`config.mk`:
```
export PLATFORM = sky130hd
export DESIGN_NAME = channel_status_block_buffer
export DESIGN_NICKNAME = d
export VERILOG_FILES = /design/src/logic/cs_buffer_pkg.sv /design/src/logic/block_check_gen.sv /design/src/logic/channel_status_block_buffer.sv
export SDC_FILE = /design/constraint.sdc
export NUM_CORES = 2
export LEC_CHECK = 0
export BUFFER_PORTS_ARGS = -buffer_cell sky130_fd_sc_hd__buf_2
export CAP_MARGIN = 20
export CORE_ASPECT_RATIO = 1.1
export CORE_MARGIN = 2
export CORE_UTILIZATION = 40
export CTS_CLUSTER_DIAMETER = 150
export DETAILED_ROUTE_END_ITERATION = 6
export PLACE_DENSITY = 0.5
export SETUP_SLACK_MARGIN = 0.15
export SYNTH_ARGS = -nofsm -noshare
export SYNTH_HDL_FRONTEND = slang
export SYNTH_SLANG_ARGS = --single-unit
```
`constraint.sdc`:
```
create_clock -name mclk -period 16.7 [get_ports mclk]
set_clock_uncertainty 0.15 [all_clocks]
set_input_delay 3.34 -clock mclk [delete_from_list [all_inputs] [get_ports mclk]]
set_output_delay 3.34 -clock mclk [all_outputs]
set_load 0.01 [all_outputs]
```
`src/logic/cs_buffer_pkg.sv`:
```
package cs_buffer_pkg;

   // control port pointer and buffer window
   localparam int          PTR_W         = 7;
   localparam logic [6:0]  BUF_BASE      = 7'h20;
   localparam int          BUF_WORDS     = 24;
   localparam int          WORD_W        = 5;
   localparam int          CHECK_BYTES   = BUF_WORDS - 1;

   // frame timebase
   localparam int          FRAMES        = 192;
   localparam int          FRAME_W       = 8;
   localparam logic [7:0]  LAST_FRAME    = 8'hbf;

   // status byte fields, bit positions within a stored byte
   localparam int          FORMAT_POS    = 7;
   localparam int          COPY_POS      = 5;
   localparam int          COPY_BYTE     = 0;
   localparam int          ORIGIN_POS    = 0;
   localparam int          ORIGIN_BYTE   = 1;

   // check byte generator, polynomial x^8+x^4+x^3+x^2+1
   localparam logic [7:0]  CHECK_POLY    = 8'h1d;
   localparam logic [7:0]  CHECK_INIT    = 8'hff;

   // one staging or output word, channel a in the upper byte
   typedef struct packed {
      logic [7:0] chan_a;
      logic [7:0] chan_b;
   } cs_word_t;

   // one control port byte transfer
   typedef struct packed {
      logic       load;
      logic       wr;
      logic       rd;
      logic [7:0] data;
   } cp_req_t;

endpackage

```
`src/logic/block_check_gen.sv`:
```
`timescale 1ns/1ps
`default_nettype none

module block_check_gen
   import cs_buffer_pkg::*;
(
   input  wire logic [8*CHECK_BYTES-1:0] block_bits,
   output logic      [7:0]               check_byte
);

   // serial crc in send order, first byte and its msb first
   function automatic logic [7:0] crc_over(input logic [8*CHECK_BYTES-1:0] bits);
      logic [7:0] crc;
      logic       fb;
      crc = CHECK_INIT;
      for (int i = 8*CHECK_BYTES-1; i >= 0; i--) begin
         fb  = crc[7] ^ bits[i];
         crc = {crc[6:0], 1'b0} ^ (fb ? CHECK_POLY : 8'h00);
      end
      return crc;
   endfunction

   // combinational check byte
   assign check_byte = crc_over(block_bits);

endmodule
`default_nettype wire

```
`src/logic/channel_status_block_buffer.sv`:
```
`timescale 1ns/1ps
`default_nettype none

module channel_status_block_buffer
   import cs_buffer_pkg::*;
(
   input  wire logic          mclk,
   input  wire logic          nrst,
   input  wire cp_req_t       cp_req,
   output logic      [7:0]    cp_rdata,
   input  wire logic          two_byte_mode,
   input  wire logic          read_chan_b,
   input  wire logic          copy_inhibit,
   input  wire logic          copy_irq_en,
   output logic               copy_irq,
   input  wire logic          frame_strobe,
   input  wire logic          block_start,
   input  wire logic          hw_mode,
   input  wire logic          hw_serial_sel,
   input  wire logic          serial_cs_in,
   input  wire logic          copy_pin,
   input  wire logic          origin_select_input,
   output logic               cs_bit_a,
   output logic               cs_bit_b,
   output logic               cs_valid
);

   cs_word_t               e_mem [BUF_WORDS];
   cs_word_t               f_mem [BUF_WORDS];
   logic     [7:0]         hw_blk_q [BUF_WORDS];
   logic     [PTR_W-1:0]   ptr_q;
   logic     [7:0]         cp_rdata_q;
   logic     [FRAME_W-1:0] frame_q;
   logic     [FRAME_W-1:0] idx_q;
   logic                   load_q;
   logic                   cs_bit_a_q;
   logic                   cs_bit_b_q;
   logic                   cs_valid_q;
   logic                   copy_q;
   logic     [7:0]         src_a [BUF_WORDS];
   logic     [7:0]         src_b [BUF_WORDS];
   logic     [8*CHECK_BYTES-1:0] chk_in_a;
   logic     [8*CHECK_BYTES-1:0] chk_in_b;
   logic     [7:0]         chk_a;
   logic     [7:0]         chk_b;
   logic                   copy_now;
   logic     [FRAME_W-1:0] frame_now;
   logic                   in_win;
   logic     [WORD_W-1:0]  word;
   logic                   half_b;
   logic                   xfer;

   // map a byte pointer onto a staging word for the current access mode
   function automatic logic [WORD_W-1:0] word_of(input logic [PTR_W-1:0] p, input logic two);
      logic [PTR_W-1:0] off;
      off = p - BUF_BASE;
      return two ? off[WORD_W:1] : off[WORD_W-1:0];
   endfunction

   // pointer lies inside the staging window for the current mode
   function automatic logic window_hit(input logic [PTR_W-1:0] p, input logic two);
      logic [PTR_W-1:0] off;
      off = p - BUF_BASE;
      return (p >= BUF_BASE) && (two ? (off < PTR_W'(2*BUF_WORDS)) : (off < PTR_W'(BUF_WORDS)));
   endfunction

   // pick one bit of a byte by frame index, msb first
   function automatic logic bit_of(input logic [7:0] b, input logic [FRAME_W-1:0] idx);
      return b[3'd7 - idx[2:0]];
   endfunction

   assign in_win = window_hit(ptr_q, two_byte_mode);
   assign word   = word_of(ptr_q, two_byte_mode);
   assign half_b = two_byte_mode & ptr_q[0];
   assign xfer   = (cp_req.wr | cp_req.rd) & ~cp_req.load;

   always_ff @(posedge mclk or negedge nrst) begin
      if (!nrst) begin
         ptr_q <= '0;
      end else if (cp_req.load) begin
         ptr_q <= cp_req.data[PTR_W-1:0];
      end else if (xfer) begin
         ptr_q <= ptr_q + PTR_W'(1);
      end
   end

   always_ff @(posedge mclk or negedge nrst) begin
      if (!nrst) begin
         for (int i = 0; i < BUF_WORDS; i++) begin
            e_mem[i] <= '0;
         end
      end else if (cp_req.wr && !cp_req.load && in_win) begin
         if (!two_byte_mode) begin
            e_mem[word].chan_a <= cp_req.data;
            e_mem[word].chan_b <= cp_req.data;
         end else if (!half_b) begin
            e_mem[word].chan_a <= cp_req.data;
         end else begin
            e_mem[word].chan_b <= cp_req.data;
         end
      end
   end

   // staging reads, outside the window reads zero
   always_ff @(posedge mclk or negedge nrst) begin
      if (!nrst) begin
         cp_rdata_q <= 8'h00;
      end else if (cp_req.rd && !cp_req.wr && !cp_req.load) begin
         if (!in_win) begin
            cp_rdata_q <= 8'h00;
         end else if (two_byte_mode) begin
            cp_rdata_q <= half_b ? e_mem[word].chan_b : e_mem[word].chan_a;
         end else begin
            cp_rdata_q <= read_chan_b ? e_mem[word].chan_b : e_mem[word].chan_a;
         end
      end
   end

   assign cp_rdata = cp_rdata_q;

   // frame index of the frame that this strobe opens
   assign frame_now = block_start ? '0 :
                      (frame_q == LAST_FRAME) ? LAST_FRAME : frame_q + FRAME_W'(1);

   // frame counter
   always_ff @(posedge mclk or negedge nrst) begin
      if (!nrst) begin
         frame_q <= LAST_FRAME;
      end else if (frame_strobe) begin
         frame_q <= frame_now;
      end
   end

   // serial status input collected one bit per frame
   always_ff @(posedge mclk or negedge nrst) begin
      if (!nrst) begin
         for (int i = 0; i < BUF_WORDS; i++) begin
            hw_blk_q[i] <= 8'h00;
         end
      end else if (frame_strobe && hw_mode && hw_serial_sel) begin
         hw_blk_q[frame_now[FRAME_W-1:3]][3'd7 - frame_now[2:0]] <= serial_cs_in;
      end
   end

   // source block for the next copy
   always_comb begin
      for (int i = 0; i < BUF_WORDS; i++) begin
         if (!hw_mode) begin
            src_a[i] = e_mem[i].chan_a;
            src_b[i] = e_mem[i].chan_b;
         end else if (hw_serial_sel) begin
            src_a[i] = hw_blk_q[i];
            src_b[i] = hw_blk_q[i];
         end else begin
            src_a[i] = 8'h00;
            src_b[i] = 8'h00;
         end
      end
      // consumer block built from the copy and origin pins
      if (hw_mode && !hw_serial_sel) begin
         src_a[COPY_BYTE][COPY_POS]     = copy_pin;
         src_b[COPY_BYTE][COPY_POS]     = copy_pin;
         src_a[ORIGIN_BYTE][ORIGIN_POS] = origin_select_input;
         src_b[ORIGIN_BYTE][ORIGIN_POS] = origin_select_input;
      end
   end

   // check byte inputs, byte 0 in the top bits
   always_comb begin
      chk_in_a = '0;
      chk_in_b = '0;
      for (int i = 0; i < CHECK_BYTES; i++) begin
         chk_in_a[8*(CHECK_BYTES-i)-1 -: 8] = src_a[i];
         chk_in_b[8*(CHECK_BYTES-i)-1 -: 8] = src_b[i];
      end
   end

   block_check_gen u_check_a (
      .block_bits (chk_in_a),
      .check_byte (chk_a)
   );

   block_check_gen u_check_b (
      .block_bits (chk_in_b),
      .check_byte (chk_b)
   );

   assign copy_now = block_start & ~copy_inhibit;

   // whole block copy into the output buffer
   always_ff @(posedge mclk or negedge nrst) begin
      if (!nrst) begin
         for (int i = 0; i < BUF_WORDS; i++) begin
            f_mem[i] <= '0;
         end
      end else if (copy_now) begin
         // a skipped boundary leaves the old block whole
         for (int i = 0; i < BUF_WORDS; i++) begin
            f_mem[i].chan_a <= src_a[i];
            f_mem[i].chan_b <= src_b[i];
         end
         // check byte replaces the last byte for professional blocks
         if (src_a[0][FORMAT_POS]) begin
            f_mem[BUF_WORDS-1].chan_a <= chk_a;
         end
         if (src_b[0][FORMAT_POS]) begin
            f_mem[BUF_WORDS-1].chan_b <= chk_b;
         end
      end
   end

   // copy event flag, gated onto the interrupt
   always_ff @(posedge mclk or negedge nrst) begin
      if (!nrst) begin
         copy_q <= 1'b0;
      end else begin
         copy_q <= copy_now;
      end
   end

   assign copy_irq = copy_q & copy_irq_en;

   // frame index latched, bits read one cycle later from the fresh block
   always_ff @(posedge mclk or negedge nrst) begin
      if (!nrst) begin
         idx_q  <= '0;
         load_q <= 1'b0;
      end else begin
         load_q <= frame_strobe;
         if (frame_strobe) begin
            idx_q <= frame_now;
         end
      end
   end

   always_ff @(posedge mclk or negedge nrst) begin
      if (!nrst) begin
         cs_bit_a_q <= 1'b0;
         cs_bit_b_q <= 1'b0;
         cs_valid_q <= 1'b0;
      end else begin
         cs_valid_q <= load_q;
         if (load_q) begin
            cs_bit_a_q <= bit_of(f_mem[idx_q[FRAME_W-1:3]].chan_a, idx_q);
            cs_bit_b_q <= bit_of(f_mem[idx_q[FRAME_W-1:3]].chan_b, idx_q);
         end
      end
   end

   assign cs_bit_a = cs_bit_a_q;
   assign cs_bit_b = cs_bit_b_q;
   assign cs_valid = cs_valid_q;
endmodule
`default_nettype wire

```
==> impl_results.md <==
* RSZ-0062 raised after global routing: false
* Crit Reg-Reg Endpoint: f_mem[10]
* Input/output buffers at 35
* Die Y at 439 µm
* DRC errors left at 0
* Post-Syn Nets at 6,472
* Die area at 0.176 mm²
* Hold_buf cts at 0
* Sequential fraction of the synthesis area at 36.2%
* Die width at 400 µm
* Dpl cells at 8,692
* Final wirelength at 295,000 µm
* Warnings from Yosys at 0
* Post-CTS setup buffers at 0
* Clock root buffer: clkbuf_16
* Util after Layout at 45.3%
* Fill cells at 16,200
* Ys async rst share at 100%
* R2R setup slack at 2.58 ns
* Tmin final at 16.15 ns
* TritonCTS clock tree: built
* Pin count of the biggest net entering global routing at 172
* Final Wtd Congestion at 1.02
* Slowest stage cell, crit path: xor3_1
* Initial DRC count at 5,988
* FF-to-FF path depth at 35
* CP max FO at 24
* Via Count at 52,200
* Crit Reg-Reg Startpoint: hw_blk_q[187]
* Ports at 36
* Top FF cell, synth: dfrtp_1
* Routed wire per std cell at 33.1 µm
* Register area at 0.0249 mm²
* Netlist cell types at 83
* HP Start: load_q
* Fin. max-slew vios at 0
* Crit path top cell by count: xnor3_1
* Vias per cell at 5.86
* Multi-input logic area at 0.0415 mm²
* Syn avg cell area at 10.7 µm²
* Worst EP required at 17.21 ns
* Setup crit end kind: flop
* Post-Syn Area at 0.0689 mm²
* Register bit total from synthesis at 995
* GRT Resource Usage Total at 33.4%
* Global-route wire length before repair at 412,000 µm
* Initial antenna violation count at 11
* P&R area growth vs syn at 12.3%
* Fmax at 61.9 MHz
* Critical path class: input pin to flop
* Pre-Repair DR Iteration Count at 6
* Post-synth EDFFs at 0
* Post-CTS sizing at 0
* Filler-free cell count of the finished design at 8,910
* Outcome: completed
* Final hold vios at 0
* Clk_lat worst skew at 0.76 ns
* WHS Path Cells at 0
* Worst Max-Slew Pin Slew at 1.33 ns
* Grt total ovfl at 0
* FP Rows at 159
* DP HPWL at 215,000 µm
* Period utilisation layout at 96.7%
* Worst Setup Start Kind: input pin
* Initial Utilization at 40.3%
* Final setup violation count at 0
* Worst-case clock buffer depth at 3
* Vias in the first global route at 51,800
* Clk slew on worst S/H paths at 0.06 ns
* Nets at 6,592
* Antenna-violating nets left at 0
* Worst Setup SP: hw_serial_sel
* Worst hold path type: flop to flop
* Share of layout cells above drive strength 1 at 20.8%
* H-Tree Depth at 3
* Most frequent cells in the layout: 1,250 x nand2_1, 986 x dfrtp_1, 677 x xnor2_1
* Hold Path End: cs_valid
* Count of mapped cells out of synthesis at 6,443
* Slew headroom at 11.0%
* # clock sinks at 995
* Slowest stage delay, CP at 0.55 ns
* CTS buffer count at 118
* CP arrival at 16.66 ns
* Core area at 0.171 mm²
* Max Cap Viol at 0
* Most common cell after layout, fill and taps aside: nand2_1
[worst max-delay path: cells and delay by family]
family          cells  cell delay (ns)
simple gates        2             0.44
compound gates      2             0.39
xor+xnor           28            11.23
buf+inv             6             1.24
[worst max-delay path by stage]
| stage | endpoint |
|---|---|
| 2_1_floorplan | f_mem[5] |
| 5_1_grt | f_mem[5] |
| 4_1_cts | f_mem[10] |
| 3_5_place_dp | f_mem[10] |
| 3_3_place_gp | f_mem[11] |
| 6_report | f_mem[10] |
[sequential cells by signal, indices dropped and copies added (netlist names)]
register  count
cp_rdata      8
load_q        1
f_mem       384
ptr_q         7
hw_blk_q    192
frame_q       8
cs_bit_a      1
cs_bit_b      1
e_mem       384
cs_valid      1
copy_q        1
idx_q         7
[through the flow]
| step | setup TNS [ns] | setup slack [ns] | hold slack, ns | cell area, µm² |
|---|---|---|---|---|
| finish | 0 | 0.548 | 0.296 | 77400 |
| global route | 0 | 0.223 | 0.330 | 77400 |
| CTS | 0 | 0.736 | 0.298 | 77300 |
| detailed placement | -0.0307 | -0.0257 | 0.286 | 73400 |
| global placement | 0 | 0.0907 | 0.283 | 73300 |
| floorplan | 0 | 0.896 | 0.265 | 68900 |
[final cells by class]
class | count | area share [%]
timing repair buffer | 438 | 4.42
multi-input combinational | 4823 | 53.7
sequential | 995 | 32.2
inverter | 187 | 0.927
clock inverter | 33 | 0.563
antenna | 3 | 0.00970
tap | 2254 | 3.64
clock buffer | 177 | 4.54
[logic make-up after synthesis]
family / synth area share [%]
muxes: 11.7
buffers and inverters: 3.70
xor gates and xnor gates: 28.9
adders and majority gates: 0.105
DFF: 36.2
and+or+nand+nor: 10.0
AOI/OAI and AO/OA: 9.43
[metal layers]
metal  up-vias  track usage [%]  wire [µm]
li1      22400                -          -
met1     26800             42.4     115000
met2      2388             52.8     135000
met3       629             5.48      21400
met4         8             21.7      23400
met5         -                0         54
[synth_stat cells, types with 9 or more instances]
| cell | n | area share (%) |
|---|---|---|
| nand2_1 | 1250 | 6.8 |
| dfrtp_1 | 988 | 36 |
| xnor2_1 | 677 | 8.6 |
| o21ai_0 | 465 | 3.4 |
| mux2_2 | 414 | 6.8 |
| nor2_1 | 376 | 2.0 |
| clkbuf_1 | 326 | 1.8 |
| xnor3_1 | 317 | 10 |
| xor2_1 | 244 | 3.1 |
| inv_1 | 182 | 0.99 |
| mux4_2 | 145 | 4.7 |
| a22oi_1 | 112 | 1.2 |
| o22ai_1 | 92 | 0.84 |
| a221oi_1 | 84 | 1.1 |
| nand3_1 | 75 | 0.54 |
| xnor3_2 | 74 | 2.6 |
| buf_1 | 68 | 0.37 |
| a21oi_1 | 54 | 0.39 |
| xor3_1 | 51 | 1.8 |
| a311oi_1 | 38 | 0.48 |
| o211ai_1 | 35 | 0.38 |
| a31oi_1 | 31 | 0.28 |
| xnor2_2 | 31 | 0.73 |
| o21ai_1 | 29 | 0.21 |
| a211oi_1 | 22 | 0.24 |
| nor3_1 | 20 | 0.15 |
| buf_2 | 18 | 0.13 |
| and3_1 | 14 | 0.13 |
| xor3_2 | 14 | 0.51 |
| xnor2_4 | 12 | 0.48 |
| a22o_1 | 10 | 0.13 |
| xor2_2 | 10 | 0.24 |
| buf_6 | 9 | 0.15 |
| mux2i_1 | 9 | 0.13 |
Power is not shown: default switching activity piles up to over one toggle a cycle in this logic, so the estimate is an artifact.
